**src/irot_pkg.sv**
```systemverilog
package irot_pkg;

  // Register map of the serial register port
  localparam logic [7:0] IROT_ADDR_PIN_CTRL = 8'h28;
  localparam logic [7:0] IROT_ADDR_IRQ_ENABLE = 8'h29;
  localparam logic [7:0] IROT_ADDR_PIN_ROUTING = 8'h2A;
  localparam logic [7:0] IROT_ADDR_PRESSURE_TRIM = 8'h2B;
  localparam logic [7:0] IROT_ADDR_TEMP_TRIM = 8'h2C;
  localparam logic [7:0] IROT_ADDR_ALT_TRIM = 8'h2D;

  // Reset values
  localparam logic [7:0] IROT_RST_PIN_CTRL = 8'h00;
  localparam logic [7:0] IROT_RST_IRQ_ENABLE = 8'h00;
  localparam logic [7:0] IROT_RST_PIN_ROUTING = 8'h00;
  localparam logic [7:0] IROT_RST_TRIM = 8'h00;
  localparam logic [7:0] IROT_RD_UNMAPPED = 8'h00;

  // Pin control fields
  localparam int IROT_BIT_PIN_A_POL = 5;
  localparam int IROT_BIT_PIN_A_OD = 4;
  localparam int IROT_BIT_PIN_B_POL = 1;
  localparam int IROT_BIT_PIN_B_OD = 0;
  localparam logic [7:0] IROT_PIN_CTRL_MASK = 8'h33;

  // Source bit positions in enable and routing registers
  localparam int IROT_SRC_DATA_READY = 7;
  localparam int IROT_SRC_FIFO = 6;
  localparam int IROT_SRC_PRESSURE_WINDOW = 5;
  localparam int IROT_SRC_TEMP_WINDOW = 4;
  localparam int IROT_SRC_PRESSURE_THRESHOLD = 3;
  localparam int IROT_SRC_TEMP_THRESHOLD = 2;
  localparam int IROT_SRC_PRESSURE_CHANGE = 1;
  localparam int IROT_SRC_TEMP_CHANGE = 0;
  localparam int IROT_NUM_SRC = 8;

  // Measurement widths and trim scaling (left shift of the trim count)
  localparam int IROT_PRESSURE_W = 20;
  localparam int IROT_ALT_W = 20;
  localparam int IROT_TEMP_W = 12;
  localparam int IROT_PRESSURE_TRIM_SH = 4;
  localparam int IROT_TEMP_TRIM_SH = 0;
  localparam int IROT_ALT_TRIM_SH = 4;

endpackage

```
**src/irot_top.sv**
```systemverilog
`timescale 1ns/1ps
// Function
// - One routing bit per source, data ready at bit 7, all reset 0.
// - Routing bit 0 sends source to pin B, 1 sends it to pin A.
// - Each pin carries the OR of enabled sources routed to it.
// - Several sources may assert one pin together; none masks another.
// - Pressure trim is signed byte, 4 Pa per count, added to pressure.
// - Temperature trim is signed byte, 0.0625 C per count.
// - Altitude offset is signed byte in whole meters, shifts altitude.
// - Pressure trim is read/write 8 bits, resets to zero.
// - Temperature and altitude trims are read/write 8 bits, reset zero.
// - Only enabled sources reach either pin.
// - Each pin has a polarity select: 0 active low, 1 active high.
module irot_top
  import irot_pkg::*;
(
  input wire logic REF_CLK,
  input wire logic RST,
  input wire logic [7:0] REG_ADDR,
  input wire logic REG_WR,
  input wire logic [7:0] REG_WDATA,
  input wire logic REG_RD,
  output logic [7:0] REG_RDATA,
  output logic REG_RVALID,
  input wire logic [IROT_NUM_SRC-1:0] SRC_EVENT,
  output logic IRQ_PIN_A_O,
  output logic IRQ_PIN_A_OE,
  output logic IRQ_PIN_B_O,
  output logic IRQ_PIN_B_OE,
  input wire logic MEAS_VALID,
  input wire logic [IROT_PRESSURE_W-1:0] MEAS_PRESSURE,
  input wire logic [IROT_ALT_W-1:0] MEAS_ALTITUDE,
  input wire logic [IROT_TEMP_W-1:0] MEAS_TEMP,
  output logic [IROT_PRESSURE_W-1:0] OUT_PRESSURE,
  output logic [IROT_ALT_W-1:0] OUT_ALTITUDE,
  output logic [IROT_TEMP_W-1:0] OUT_TEMP,
  output logic OUT_VALID
);

  logic [7:0] pin_ctrl_q;
  logic [7:0] irq_enable_q;
  logic [7:0] interrupt_pin_routing_q;
  logic [7:0] pressure_offset_trim_q;
  logic [7:0] temperature_offset_trim_q;
  logic [7:0] altitude_offset_trim_q;
  logic [7:0] rdata_d;
  logic [7:0] rdata_q;
  logic rvalid_q;
  logic any_a;
  logic any_b;
  logic pin_a_o_q;
  logic pin_a_oe_q;
  logic pin_b_o_q;
  logic pin_b_oe_q;
  logic [IROT_PRESSURE_W-1:0] p_trimmed;
  logic [IROT_ALT_W-1:0] a_trimmed;
  logic [IROT_TEMP_W-1:0] t_trimmed;
  logic [IROT_PRESSURE_W-1:0] p_out_q;
  logic [IROT_ALT_W-1:0] a_out_q;
  logic [IROT_TEMP_W-1:0] t_out_q;
  logic out_valid_q;

  // Level the pin shows when asserted or idle, per polarity select
  function automatic logic pin_level(input logic asserted, input logic pol);
    pin_level = pol ? asserted : ~asserted;
  endfunction

  function automatic logic hit(input logic [7:0] a, input logic [7:0] ref_a);
    hit = (a == ref_a);
  endfunction

  // Register writes
  always_ff @(posedge REF_CLK or posedge RST) begin
    if (RST) begin
      pin_ctrl_q <= IROT_RST_PIN_CTRL;
    end else if (REG_WR && hit(REG_ADDR, IROT_ADDR_PIN_CTRL)) begin
      pin_ctrl_q <= REG_WDATA & IROT_PIN_CTRL_MASK;
    end
  end

  always_ff @(posedge REF_CLK or posedge RST) begin
    if (RST) begin
      irq_enable_q <= IROT_RST_IRQ_ENABLE;
    end else if (REG_WR && hit(REG_ADDR, IROT_ADDR_IRQ_ENABLE)) begin
      irq_enable_q <= REG_WDATA;
    end
  end

  always_ff @(posedge REF_CLK or posedge RST) begin
    if (RST) begin
      interrupt_pin_routing_q <= IROT_RST_PIN_ROUTING;
    end else if (REG_WR && hit(REG_ADDR, IROT_ADDR_PIN_ROUTING)) begin
      interrupt_pin_routing_q <= REG_WDATA;
    end
  end

  always_ff @(posedge REF_CLK or posedge RST) begin
    if (RST) begin
      pressure_offset_trim_q <= IROT_RST_TRIM;
    end else if (REG_WR && hit(REG_ADDR, IROT_ADDR_PRESSURE_TRIM)) begin
      pressure_offset_trim_q <= REG_WDATA;
    end
  end

  always_ff @(posedge REF_CLK or posedge RST) begin
    if (RST) begin
      temperature_offset_trim_q <= IROT_RST_TRIM;
    end else if (REG_WR && hit(REG_ADDR, IROT_ADDR_TEMP_TRIM)) begin
      temperature_offset_trim_q <= REG_WDATA;
    end
  end

  always_ff @(posedge REF_CLK or posedge RST) begin
    if (RST) begin
      altitude_offset_trim_q <= IROT_RST_TRIM;
    end else if (REG_WR && hit(REG_ADDR, IROT_ADDR_ALT_TRIM)) begin
      altitude_offset_trim_q <= REG_WDATA;
    end
  end

  // Read mux; unmapped addresses read zero
  always_comb begin
    case (REG_ADDR)
      IROT_ADDR_PIN_CTRL: rdata_d = pin_ctrl_q;
      IROT_ADDR_IRQ_ENABLE: rdata_d = irq_enable_q;
      IROT_ADDR_PIN_ROUTING: rdata_d = interrupt_pin_routing_q;
      IROT_ADDR_PRESSURE_TRIM: rdata_d = pressure_offset_trim_q;
      IROT_ADDR_TEMP_TRIM: rdata_d = temperature_offset_trim_q;
      IROT_ADDR_ALT_TRIM: rdata_d = altitude_offset_trim_q;
      default: rdata_d = IROT_RD_UNMAPPED;
    endcase
  end

  always_ff @(posedge REF_CLK or posedge RST) begin
    if (RST) begin
      rdata_q <= IROT_RD_UNMAPPED;
      rvalid_q <= 1'b0;
    end else begin
      rvalid_q <= REG_RD;
      if (REG_RD) begin
        rdata_q <= rdata_d;
      end
    end
  end

  // Interrupt routing
  irot_route u_route (
    .src(SRC_EVENT),
    .enable(irq_enable_q),
    .route(interrupt_pin_routing_q),
    .any_a(any_a),
    .any_b(any_b)
  );

  // Pin drivers: push-pull drives both levels, open-drain only pulls low
  always_ff @(posedge REF_CLK or posedge RST) begin
    if (RST) begin
      pin_a_o_q <= 1'b1;
      pin_a_oe_q <= 1'b1;
    end else if (pin_ctrl_q[IROT_BIT_PIN_A_OD]) begin
      pin_a_o_q <= 1'b0;
      pin_a_oe_q <= ~pin_level(any_a, pin_ctrl_q[IROT_BIT_PIN_A_POL]);
    end else begin
      pin_a_o_q <= pin_level(any_a, pin_ctrl_q[IROT_BIT_PIN_A_POL]);
      pin_a_oe_q <= 1'b1;
    end
  end

  always_ff @(posedge REF_CLK or posedge RST) begin
    if (RST) begin
      pin_b_o_q <= 1'b1;
      pin_b_oe_q <= 1'b1;
    end else if (pin_ctrl_q[IROT_BIT_PIN_B_OD]) begin
      pin_b_o_q <= 1'b0;
      pin_b_oe_q <= ~pin_level(any_b, pin_ctrl_q[IROT_BIT_PIN_B_POL]);
    end else begin
      pin_b_o_q <= pin_level(any_b, pin_ctrl_q[IROT_BIT_PIN_B_POL]);
      pin_b_oe_q <= 1'b1;
    end
  end

  // Offset trims: pressure in quarter pascals, so one count is 16 LSBs
  irot_offset_add #(
    .W(IROT_PRESSURE_W),
    .SH(IROT_PRESSURE_TRIM_SH),
    .SGN(1'b0)
  ) u_p_trim (
    .raw(MEAS_PRESSURE),
    .trim(pressure_offset_trim_q),
    .trimmed(p_trimmed)
  );

  // Temperature in 1/16 degree, one count is one LSB
  irot_offset_add #(
    .W(IROT_TEMP_W),
    .SH(IROT_TEMP_TRIM_SH),
    .SGN(1'b1)
  ) u_t_trim (
    .raw(MEAS_TEMP),
    .trim(temperature_offset_trim_q),
    .trimmed(t_trimmed)
  );

  // Altitude in 1/16 meter, one count is one meter
  irot_offset_add #(
    .W(IROT_ALT_W),
    .SH(IROT_ALT_TRIM_SH),
    .SGN(1'b1)
  ) u_a_trim (
    .raw(MEAS_ALTITUDE),
    .trim(altitude_offset_trim_q),
    .trimmed(a_trimmed)
  );

  always_ff @(posedge REF_CLK or posedge RST) begin
    if (RST) begin
      p_out_q <= '0;
      t_out_q <= '0;
      a_out_q <= '0;
      out_valid_q <= 1'b0;
    end else begin
      out_valid_q <= MEAS_VALID;
      if (MEAS_VALID) begin
        p_out_q <= p_trimmed;
        t_out_q <= t_trimmed;
        a_out_q <= a_trimmed;
      end
    end
  end

  always_comb begin
    REG_RDATA = rdata_q;
    REG_RVALID = rvalid_q;
    IRQ_PIN_A_O = pin_a_o_q;
    IRQ_PIN_A_OE = pin_a_oe_q;
    IRQ_PIN_B_O = pin_b_o_q;
    IRQ_PIN_B_OE = pin_b_oe_q;
    OUT_PRESSURE = p_out_q;
    OUT_TEMP = t_out_q;
    OUT_ALTITUDE = a_out_q;
    OUT_VALID = out_valid_q;
  end

endmodule

```
**src/irot_route.sv**
```systemverilog
`timescale 1ns/1ps
module irot_route
  import irot_pkg::*;
(
  input wire logic [IROT_NUM_SRC-1:0] src,
  input wire logic [IROT_NUM_SRC-1:0] enable,
  input wire logic [IROT_NUM_SRC-1:0] route,
  output logic any_a,
  output logic any_b
);

  logic [IROT_NUM_SRC-1:0] live;

  always_comb begin
    live = src & enable;
    any_a = |(live & route);
    any_b = |(live & ~route);
  end

endmodule

```
**src/irot_offset_add.sv**
```systemverilog
`timescale 1ns/1ps
module irot_offset_add #(
  parameter int W = 20,
  parameter int SH = 0,
  parameter bit SGN = 1'b1
) (
  input wire logic [W-1:0] raw,
  input wire logic [7:0] trim,
  output logic [W-1:0] trimmed
);

  localparam int SW = W + 2;

  logic signed [SW-1:0] raw_x;
  logic signed [SW-1:0] trim_x;
  logic signed [SW-1:0] sum;
  logic signed [SW-1:0] max_v;
  logic signed [SW-1:0] min_v;

  always_comb begin
    if (SGN) begin
      raw_x = $signed({{2{raw[W-1]}}, raw});
      max_v = $signed({3'b000, {(W-1){1'b1}}});
      min_v = $signed({3'b111, {(W-1){1'b0}}});
    end else begin
      raw_x = $signed({2'b00, raw});
      max_v = $signed({2'b00, {W{1'b1}}});
      min_v = '0;
    end
    // Trim is two's complement, sign-extended then scaled
    trim_x = $signed({{(SW-8){trim[7]}}, trim}) <<< SH;
    sum = raw_x + trim_x;
    // Clamp instead of wrapping so a trim never flips the result's range
    if (sum > max_v) begin
      trimmed = max_v[W-1:0];
    end else if (sum < min_v) begin
      trimmed = min_v[W-1:0];
    end else begin
      trimmed = sum[W-1:0];
    end
  end

endmodule

```
**config.mk**
```make
export PLATFORM = sky130hd
export DESIGN_NAME = irot_top
export DESIGN_NICKNAME = d
export VERILOG_FILES = /design/src/irot_pkg.sv /design/src/irot_top.sv /design/src/irot_route.sv /design/src/irot_offset_add.sv
export SDC_FILE = /design/constraint.sdc
export NUM_CORES = 1
export LEC_CHECK = 0
export BUFFER_PORTS_ARGS = -buffer_cell sky130_fd_sc_hd__buf_2
export CORE_MARGIN = 2
export CORE_UTILIZATION = 35
export DETAILED_ROUTE_END_ITERATION = 8
export GPL_TIMING_DRIVEN = 0
export PLACE_DENSITY = 0.61
export SYNTH_ARGS = -nofsm -noshare
export SYNTH_HDL_FRONTEND = slang
export SYNTH_SLANG_ARGS = --single-unit
```
**constraint.sdc**
```tcl
create_clock -name REF_CLK -period 4.6 [get_ports REF_CLK]
set_clock_uncertainty 0.05 [all_clocks]
set_input_delay 0.69 -clock REF_CLK [delete_from_list [all_inputs] [get_ports REF_CLK]]
set_output_delay 0.69 -clock REF_CLK [all_outputs]
set_load 0.02 [all_outputs]
```
# After elaboration in Yosys (flattened, before gate mapping)
# Cells that the tools add are included.
# word_totals
out_inout_bits	66
reg_bits	110
inputBits	81
wordCells	60
# op_classes
n_bitwise	8
eq_ne	6
add_sub_neg	3
magnitude_cmp	6
mux	13
n_reduce_logical	8
# ops
op	count
2-to-1 mux 20 bit	4
== test 8 x 6 -> 1 bit (second input constant)	6
one-hot mux 8 bit (6 select lines)	1
bitwise AND 8 bit	3
2-to-1 mux 12 bit	2
adder 21 x 12 -> 22 bit	1
greater-than comparator 22 x 20 -> 1 bit (second input constant)	1
greater-than comparator 22 x 21 -> 1 bit (second input constant)	1
less-than comparator 22 x 1 -> 1 bit (second input constant)	1
less-than comparator 22 x 20 -> 1 bit (second input constant)	1
adder 20 x 12 -> 21 bit	1
OR reduction 8 bit	2
greater-than comparator 14 x 12 -> 1 bit (second input constant)	1
less-than comparator 14 x 12 -> 1 bit (second input constant)	1
adder 12 x 8 -> 13 bit	1
inverter 8 bit	1
logical AND 1 bit	6
2-to-1 mux 1 bit	6
inverter 1 bit	4

# Depth between registers and ports, before layout
# Gate-level depths: netlist (run 1).
# logic_depth
depth_word	7
mapped_depth	12
depth_no_buf	11

# Modules after synthesis
# A second synthesis (run 1) with hierarchy kept.
# hier_totals
cells_unflattened	759
hier_area_um2	7952.6
# by_module_without_submodules
module	area_each_um2	cells_each	seq_area_each_um2	n_inst
irot_top	4555.6	298	2757.6	1
irot_offset_add (u_p_trim)	1281.2	169	0.0	1
irot_offset_add (u_t_trim)	1017.2	139	0.0	1
irot_offset_add (u_a_trim)	979.7	131	0.0	1
irot_route	118.9	22	0.0	1

# Worst setup path after synthesis (run 1)
# OpenSTA, ideal clock, no wires.
# synth_timing
path_kind	input port to flip-flop
start	input port MEAS_PRESSURE[4]
end	register p_out_q[15], in the netlist OUT_PRESSURE[15]
path_buffers	1
t_required_ns	4.474
slack_ns	1.675
arrival_time_ns	2.798
stages	12
setup_ns	0.076
cell_sequence	ha_1 -> inv_1 -> fa_1 -> nor2b_1 -> o21a_1 -> o211ai_1 -> a211oi_2 -> o21ai_2 -> o31ai_4 -> mux2_4 -> buf_6 -> o21ai_1
# synth_between
elab_chain_cells	4
word_cells_on_any_way	5
cone_classes	add/sub (1); order compare (2); mux (2)
# synth_lines
element	line_no	source
start: declaration	irot_top.sv:31	input wire logic [IROT_PRESSURE_W-1:0] MEAS_PRESSURE,
adder 21 x 12 -> 22 bit (*)	irot_offset_add.sv:32	sum = raw_x + trim_x;
less-than comparator 22 x 1 -> 1 bit	irot_offset_add.sv:36	end else if (sum < min_v) begin
2-to-1 mux 20 bit	irot_offset_add.sv:36	
2-to-1 mux 20 bit (*)	irot_offset_add.sv:34	if (sum > max_v) begin
end signal: assignment	irot_top.sv:224	p_out_q <= p_trimmed;
end: declaration	irot_top.sv:58	logic [IROT_PRESSURE_W-1:0] p_out_q;
# Mark *: on every way between the ends. The rest lies on a longest branch, timed or not.
# A chain may end at the register's enable or synchronous reset.

# Final worst setup path (run 1)
# layout_timing
start	input port MEAS_ALTITUDE[4]
end	register a_out_q[18], in the netlist OUT_ALTITUDE[18]
# layout_between
elab_chain_cells	4
word_cells_on_any_way	5
cone_classes	add/sub (1); order compare (2); mux (2)
# layout_lines
element	line_no	source
start: declaration	irot_top.sv:32	input wire logic [IROT_ALT_W-1:0] MEAS_ALTITUDE,
adder 20 x 12 -> 21 bit (*)	irot_offset_add.sv:32	
less-than comparator 22 x 20 -> 1 bit	irot_offset_add.sv:36	
2-to-1 mux 20 bit	irot_offset_add.sv:36	
2-to-1 mux 20 bit (*)	irot_offset_add.sv:34	
end signal: assignment	irot_top.sv:226	a_out_q <= a_trimmed;
end: declaration	irot_top.sv:59	logic [IROT_ALT_W-1:0] a_out_q;
# Marks and branches as above.

==> impl_metrics.yaml, run 1 <==
drt:
  ant_nets: 0
  detail_route.wl_per_cell_um: 17.0
  drtIter0Drc: 304
  drc: 0
  vias: 5950
  first_pass_iters: 5
  vias_per_cell: 5.30
  wl_mm: 19.1
worst_setup_path:
  rr_worst_depth: 12
  endpoint_kind: "register"
  path_cells: "buf_2 > ha_1 > fa_1 > a211oi_1 > nor2_1 > o21ai_1 > o221ai_1 > nand3_1 > a41oi_2 > o21ai_2 > o2bb2ai_1"
  path_buf_inv: 1
  critical_path_class: "in -> reg"
  crit_required_ps: 4770
  critPathMaxStageDelay_ps: 430
  path_delay_family: "compound AO/OA/AOI/OAI gates"
  timing.critical_path.from_type: "primary input"
  path_max_fanout: 8
  crit_arrival_ps: 3210
  worst_path_max_delay_cell: "fa_1"
  crit_cells: 11
floorplanning:
  core_area_um2: 19500
  die_h_um: 145
  start_util_pct: 35.9
  placementRows: 51
  die_w_um: 145
  pin_count: 147
  dieArea_um2: 21200
place:
  dp_cells: 1107
  routabilityCongestion: 0.895
  hpwlAfterDp_mm: 14.9
  placed_area_um2: 8100
  numPortBuffers: 146
clock_tree:
  post_cts_buffers: 0
  clk-insertion-delay-late_ps: 350
  clkTransAtPathRegs_ps: 70
  clock_path_buffers: 2
  htree_levels: 3
  cts_made_buffers: 9
  cts_tree: "built"
  cts_sinks: 110
  root_buffer: "clkbuf_16"
  cts_resized: 0
  holdBufCountCts: 0
synth:
  synth_flop_cell: "dfrtp_1"
  yosysTopAreaCellShare_pct: 37.9
  synthMostInstantiatedCell: "dfrtp_1"
  ys_types: 68
  ys_async_sr_fraction_pct: 100
  ys_seq_area_share_pct: 39.4
  synthCells: 695
  yosysWarnings: 0
  synth_edf_count: 0
  yosysTopAreaCell: "dfrtp_1"
  synth_area_per_cell_um2: 10.1
  yosys-top-cells-area: "dfrtp_1, ha_1, mux2_2"
  ys_seq_elements: 110
  synth.cells.most_frequent: "dfrtp_1, a21oi_1, mux2_2, ha_1, nor2_1"
  synth_nets: 824
  synth_area_um2: 7010
power:
  p_leak_nw: 3.99
  p_switching_uw: 858
  p_sw_share_pct: 32.5
  clkPwrFrac_pct: 30.4
  peakVddDrop_mv: 0.142
  p_int_mw: 1.78
  pwr-share-seq_pct: 43.2
  p_per_area_nw_per_um2: 314
  combinationalPowerShare_pct: 26.4
run:
  cap_violations: 0
global_routing:
  first_global_vias: 5636
  antenna_found_initial: 1
  grt_overflow_total: 0
  grt_pass1_wl_mm: 30.5
  track_usage_pct: 18.0
  grt_max_degree: 78
layout:
  diodes: 0
  layout.nets: 982
  post_route_cells_drive_above_1_share_pct: 29.8
  instances_no_fill: 1123
  area_growth_pct: 19.9
  stdcell_area_um2: 8400
timing:
  max_slew_margin_pct: 48.4
  setup_violations: 0
  fin_crit_sh_pct: 66.2
  finalCriticalPeriod_ps: 3040
  tightest_slew_ps: 768
  grt_setup_unrepaired: "no"
  maxSlewViolCount: 0
  hold_viol: 0
  setup_tns_ps: 0
  hold_slack_ps: 264
  max_freq_mhz: 329
status:
  status: "complete, no violations"
worst_hold_path:
  hp-class: "in -> async"
[worst paths after layout]
path                                               from               end  slack (ps)
max                                    MEAS_ALTITUDE[4]  OUT_ALTITUDE[18]        1560
min                                                 RST       OUT_TEMP[9]         260
max reg2reg                temperature_offset_trim_q[0]       OUT_TEMP[3]        1580
min reg2reg                               pin_ctrl_q[0]       IRQ_PIN_B_O         390
max in group asynchronous                           RST       IRQ_PIN_A_O        3510
min in group REF_CLK                      pin_ctrl_q[0]       IRQ_PIN_B_O         390
[placed cells by master, fill, tap and decap left out, types with 5 or more instances in the layout]
cell / count
nand2_1: 36
nor2_1: 38
nor3_1: 13
nand2b_1: 5
o22ai_1: 9
a31oi_1: 9
a21oi_1: 62
nor4_1: 8
o2bb2ai_1: 30
xor2_1: 9
o21a_1: 5
nor2b_1: 13
nand3_1: 17
inv_1: 31
clkbuf_1: 15
o21ai_0: 35
xnor2_1: 24
clkbuf_16: 9
and3_1: 6
a22o_1: 10
a22oi_1: 6
ha_1: 45
dfrtp_1: 106
mux2_2: 49
a21o_1: 11
buf_2: 155
o221ai_2: 6
[sequential cells by signal, indices dropped and copies added, names as in the netlist, 4 cells and up]
signal                     flops
OUT_ALTITUDE                  20
irq_enable_q                   8
OUT_PRESSURE                  20
pressure_offset_trim_q         8
REG_RDATA                      8
OUT_TEMP                      12
interrupt_pin_routing_q        8
pin_ctrl_q                     4
altitude_offset_trim_q         8
temperature_offset_trim_q      8
[per-stage QoR]
stage / setup WS (ps) / total power, mW / util (%)
6_report: 1560 / 2.64 / 43.0
5_1_grt: 1280 / 2.78 / 43.0
4_1_cts: 1520 / 2.66 / 43.0
3_5_place_dp: 1190 / 1.86 / 41.5
3_3_place_gp: -523 / 1.85 / 41.3
2_1_floorplan: 964 / 1.61 / -
[final cells by class]
| cell class | instances | area (um2) |
|---|---|---|
| Clock buffer | 12 | 246 |
| Fill cell | 1967 | 11100 |
| Multi-Input combinational cell | 525 | 3980 |
| Timing Repair Buffer | 147 | 758 |
| Tap cell | 265 | 332 |
| Inverter | 33 | 129 |
| Sequential cell | 110 | 2760 |
| Clock inverter | 4 | 53.8 |
| Buffer | 27 | 143 |
[logic make-up after synthesis]
| family | count (synthesis) | synth area share (%) |
|---|---|---|
| flops | 110 | 39.4 |
| buf+inv | 60 | 3.80 |
| simple gates | 158 | 11.2 |
| xor+xnor | 33 | 4.13 |
| compound gates | 234 | 24.2 |
| mux | 52 | 8.37 |
| fa+ha+maj | 48 | 8.89 |
[power by group through the flow]
| stage | clock [mW] | sequential [mW] | combinational [mW] |
|---|---|---|---|
| after floorplan | 0 | 1.24 | 0.376 |
| after global placement | 0 | 1.16 | 0.687 |
| after detailed placement | 0 | 1.16 | 0.699 |
| after CTS | 0.821 | 1.14 | 0.701 |
| after global routing | 0.864 | 1.15 | 0.766 |
| final | 0.802 | 1.14 | 0.696 |
[per-layer routing]
layer  track usage, %  share of wire (%)  vias to the layer above
li1                 -                  -                     2940
met5                0              0.068                        -
met2             28.9                 46                      148
met3             3.07                4.9                       21
met1             25.3                 47                     2839
met4             4.90                1.6                        2
No activity file was read; power rests on OpenSTA's default activity.
==> inputs of run 2 (changes only) <==
clock period = 3 ns   (was 4.6 ns; I/O delays follow)
==> run 2 against run 1 <==
  * Combinational power up 58%
  * Critical endpoint is now OUT_ALTITUDE[9]
  * Via count up 0.44%
  * Die area unchanged
==> impl_metrics.yaml, run 2 (synthesis results as in run 1) <==
timing:
  setup_tns_ps: 0
  maxSlewViolCount: 0
  finalCriticalPeriod_ps: 2860
  max_slew_margin_pct: 50.1
  worst_slack_ps: 139
  grt_setup_unrepaired: "no"
  fin_crit_sh_pct: 95.4
  tightest_slew_ps: 748
  max_freq_mhz: 350
  setup_violations: 0
  hold_slack_ps: 107
  hold_viol: 0
clock_tree:
  cts_sinks: 110
  clk-insertion-delay-late_ps: 360
  clock_path_buffers: 2
  clkTransAtPathRegs_ps: 80
  cts_made_buffers: 9
  htree_levels: 3
  root_buffer: "clkbuf_16"
  cts_tree: "built"
worst_setup_path:
  critical_path_class: "reg -> reg"
  endpoint_kind: "register"
  path_max_fanout: 11
  crit_arrival_ps: 3080
  timing.critical_path.from_type: "register"
  crit_required_ps: 3220
power:
  p_leak_nw: 4.01
  p_sw_share_pct: 34.0
  p_per_area_nw_per_um2: 472
  combinationalPowerShare_pct: 27.3
  total_power_mw: 4.02
  p_switching_mw: 1.37
  pwr-share-seq_pct: 43.5
  peakVddDrop_mv: 0.278
  clkPwrFrac_pct: 29.2
  p_int_mw: 2.65
global_routing:
  grt_pass1_wl_mm: 30.9
  antenna_found_initial: 1
  grt_max_degree: 37
  first_global_vias: 5688
  track_usage_pct: 18.3
  grt_overflow_total: 0
floorplanning:
  core_area_um2: 19500
  start_util_pct: 35.9
  dieArea_um2: 21200
  die_w_um: 145
  placementRows: 51
  pin_count: 147
  die_h_um: 145
drt:
  detail_route.wl_per_cell_um: 17.1
  wl_mm: 19.4
  ant_nets: 0
  vias: 5976
  drc: 0
  vias_per_cell: 5.28
  first_pass_iters: 7
  drtIter0Drc: 357
place:
  hpwlAfterDp_mm: 15.3
  numPortBuffers: 146
  routabilityCongestion: 0.870
  dp_cells: 1109
  dp_slack_ps: -130
status:
  status: "complete, no violations"
layout:
  layout.nets: 989
  fillCellCount: 1933
  instances_no_fill: 1131
  mostFrequentLayoutCell: "buf_2"
  post_route_cells_drive_above_1_share_pct: 31.4
  mostFrequentLayoutCells: "buf_2, dfrtp_1, a21oi_1, mux2_2, ha_1"
  area_growth_pct: 21.5
run:
  cap_violations: 0
worst_hold_path:
  hp-class: "in -> async"
run 2: metrics by stage:
| step | cell area (um2) | utilization [%] |
|---|---|---|
| 2_1_floorplan | 7010 | - |
| 3_3_place_gp | 8070 | 41.3 |
| 3_5_place_dp | 8130 | 41.7 |
| 4_1_cts | 8430 | 43.2 |
| 5_1_grt | 8510 | 43.6 |
| 6_report | 8510 | 43.6 |
run 2: repair_timing:
action / in CTS / in global routing
gates cloned: 0 / 0
hold buffers: 0 / 0
endpoints found under the setup margin: 12 / 42
gates resized for setup: 2 / 15
buffers inserted: 0 / 5
pin swaps: 1 / 2
run 2: layer usage:
metal / GRT usage (%) / wire (um) / vias up
li1: - / - / 2955
met1: 25.9 / 9040 / 2809
met2: 28.6 / 8890 / 177
met3: 2.57 / 890 / 33
met4: 6.81 / 523 / 2
met5: 0 / 13 / -
run 2: cell type report:
type                       count  area (um2)  area share [%]
multi-input combinational    525        4030            47.3
inverter                      33         128            1.50
buffer                        27         150            1.76
sequential                   110        2760            32.5
clock inverter                 7        56.3           0.661
antenna                        1        2.50          0.0294
tap                          265         332            3.90
timing repair buffer         154         828            9.73
clock buffer                   9         225            2.65
run 2: path summary, 6_finish.rpt:
check,depth (start not counted),slack (ps),end,start
setup / recovery,11,140,OUT_ALTITUDE[9],altitude_offset_trim_q[7]
hold / removal,2,110,temperature_offset_trim_q[1],RST
setup reg to reg,11,140,OUT_ALTITUDE[9],altitude_offset_trim_q[7]
hold reg to reg,1,390,IRQ_PIN_B_O,pin_ctrl_q[0]
max in group asynchronous,4,2000,OUT_PRESSURE[0],RST
min in group REF_CLK,1,180,OUT_VALID,MEAS_VALID
run 2: worst max-delay path: stages (launching register included):
cell,delay (ps)
dfrtp_2,510
ha_1,370
a21o_1,190
a21o_1,170
a21oi_1,260
a21oi_1,170
nor4_1,320
nand3b_1,170
buf_4,190
buf_6,160
a21oi_1,70
o2bb2ai_1,130
run 2: power groups by stage:
stage	Sequential [mW]	Clock (mW)	Combinational (mW)
CTS	1.75	1.19	1.09
global route	1.77	1.26	1.21
detailed placement	1.77	0	1.08
finish	1.75	1.17	1.10
global placement	1.78	0	1.05
floorplan	1.90	0	0.577
==> inputs of run 3 (changes only) <==
CTS_BUF_LIST = sky130_fd_sc_hd__clkbuf_4   (was unset)
==> run 3 against run 2 <==
  * Utilization down 0.76 points
  * Global-route usage down 0.074 points
  * Fmax up 0.15%
  * Clock power down 39%
  * Largest cell class unchanged
  * Non-clock buffer count up 2
  * Highest routed layer unchanged
  * Critical endpoint is now OUT_ALTITUDE[18]
  * Sequential power about the same
  * Flip-flop and latch count unchanged
  * Via count down 0.35%
  * Wire length about the same
  * Setup slack better by 4.3 ps
  * Combinational power about the same
  * Register-to-register slack about the same
==> impl_metrics.yaml, run 3 (synthesis results as in run 1) <==
status:
  status: "complete, no violations"
timing:
  fin_crit_sh_pct: 95.2
  worst_slack_ps: 143
  hold_viol: 0
  tightest_slew_ps: 756
  max_freq_mhz: 350
  grt_setup_unrepaired: "yes"
  setup_violations: 0
  hold_slack_ps: 76.9
  maxSlewViolCount: 0
  max_slew_margin_pct: 49.6
  finalCriticalPeriod_ps: 2860
worst_setup_path:
  endpoint_kind: "register"
  crit_arrival_ps: 3210
  crit_required_ps: 3350
  path_max_fanout: 11
  startpoint: "altitude_offset_trim_q[7]"
  rr_startpoint: "altitude_offset_trim_q[7]"
  critical_path_class: "reg -> reg"
  timing.critical_path.from_type: "register"
floorplanning:
  dieArea_um2: 21200
  start_util_pct: 35.9
  die_h_um: 145
  core_area_um2: 19500
  die_w_um: 145
  pin_count: 147
  placementRows: 51
place:
  numPortBuffers: 146
  hpwlAfterDp_mm: 15.3
  dp_slack_ps: -130
  dp_cells: 1109
  routabilityCongestion: 0.870
layout:
  mostFrequentLayoutCells: "buf_2, dfrtp_1, a21oi_1, mux2_2, ha_1"
  post_route_cells_drive_above_1_share_pct: 31.5
  final_core_util_pct: 42.8
  instances_no_fill: 1134
  mostFrequentLayoutCell: "buf_2"
  fillCellCount: 1951
  area_growth_pct: 19.4
  layout.nets: 991
global_routing:
  use_met3_pct: 2.26
  track_usage_pct: 18.3
  first_global_vias: 5709
  use_met2_pct: 28.6
  gr-usage-met1_pct: 25.8
  antenna_found_initial: 2
  grt_overflow_total: 0
  grt_max_degree: 37
  grt_pass1_wl_mm: 30.8
  gr-max-usage-layer: "met2"
drt:
  first_pass_iters: 5
  vias: 5955
  detail_route.wl_per_cell_um: 17.1
  drc: 0
  drtIter0Drc: 374
  wl_mm: 19.4
  vias_per_cell: 5.25
  ant_nets: 0
run:
  cap_violations: 0
clock_tree:
  htree_levels: 3
  clock_path_buffers: 2
  cts_sinks: 110
  cts_made_buffers: 9
  clkTransAtPathRegs_ps: 160
  root_buffer: "clkbuf_4"
  clk-insertion-delay-late_ps: 490
  cts_tree: "built"
worst_hold_path:
  hp-class: "in -> reg"
  hp-start: "REG_RD"
power:
  p_per_area_nw_per_um2: 426
  p_leak_nw: 3.95
  peakVddDrop_mv: 0.189
[run 3: cell types whose count changed in the layout (fill, tap and decap cells not counted), sizes merged]
| cell | previous run | this run |
|---|---|---|
| diode | 1 | 2 |
| dlygate4sd3 | 0 | 2 |
[run 3: cell type report]
| class | count | area (um2) | share of cell area (%) |
|---|---|---|---|
| Tap cell | 265 | 332 | 3.96 |
| Buffer | 27 | 148 | 1.77 |
| Timing Repair Buffer | 156 | 848 | 10.1 |
| Sequential cell | 110 | 2760 | 33.0 |
| Multi-Input combinational cell | 525 | 4020 | 48.0 |
| Antenna cell | 2 | 5.00 | 0.0598 |
| Inverter | 33 | 128 | 1.53 |
| Clock buffer | 9 | 67.6 | 0.808 |
| Clock inverter | 7 | 56.3 | 0.673 |
[run 3: metrics by stage]
stage	total power, mW	TNS [ps]	area, um2
global route	3.78	-8.71	8360
detailed placement	2.85	-2710	8130
floorplan	2.47	0	7010
finish	3.56	0	8360
global placement	2.83	-1620	8070
CTS	3.58	0	8290
[run 3: worst max-delay path, cell delays in order, from the launching register on]
cell,delay [ps]
dfrtp_2,540
ha_1,370
a21o_1,190
a21o_1,170
a21oi_1,250
a21oi_1,160
nor4_1,320
nand3b_1,170
buf_4,190
buf_6,160
a21oi_1,70
o2bb2ai_1,130
[run 3: final timing paths]
path | to | slack [ps] | depth (start not counted)
min in group asynchronous | temperature_offset_trim_q[1] | 490 | 3
setup reg to reg | OUT_ALTITUDE[18] | 140 | 11
setup / recovery | OUT_ALTITUDE[18] | 140 | 11
hold reg to reg | IRQ_PIN_B_O | 400 | 1
max in group asynchronous | OUT_PRESSURE[0] | 1620 | 5
hold / removal | REG_RVALID | 80 | 1
[run 3: power by group]
group          internal [mW]  leakage [nW]  switching, mW
clock network          0.182        0.0662          0.537
logic                  0.439          2.49          0.658
registers               1.63          1.39          0.112
[run 3: repair_timing]
action / CTS / global route
endpoints found under the hold margin: 23 / 0
setup buffers: 0 / 5
gates resized for setup: 2 / 13
endpoints found under the setup margin: 12 / 42
pin swaps: 1 / 2
hold buffers: 2 / 0
[run 3: routing by layer]
metal / part of all wire, % / up-vias / wire length (um)
met5: 0.067 / - / 13
met4: 2.6 / 2 / 513
met3: 4.3 / 30 / 842
met2: 46 / 162 / 8990
met1: 47 / 2807 / 9010
li1: - / 2954 / -
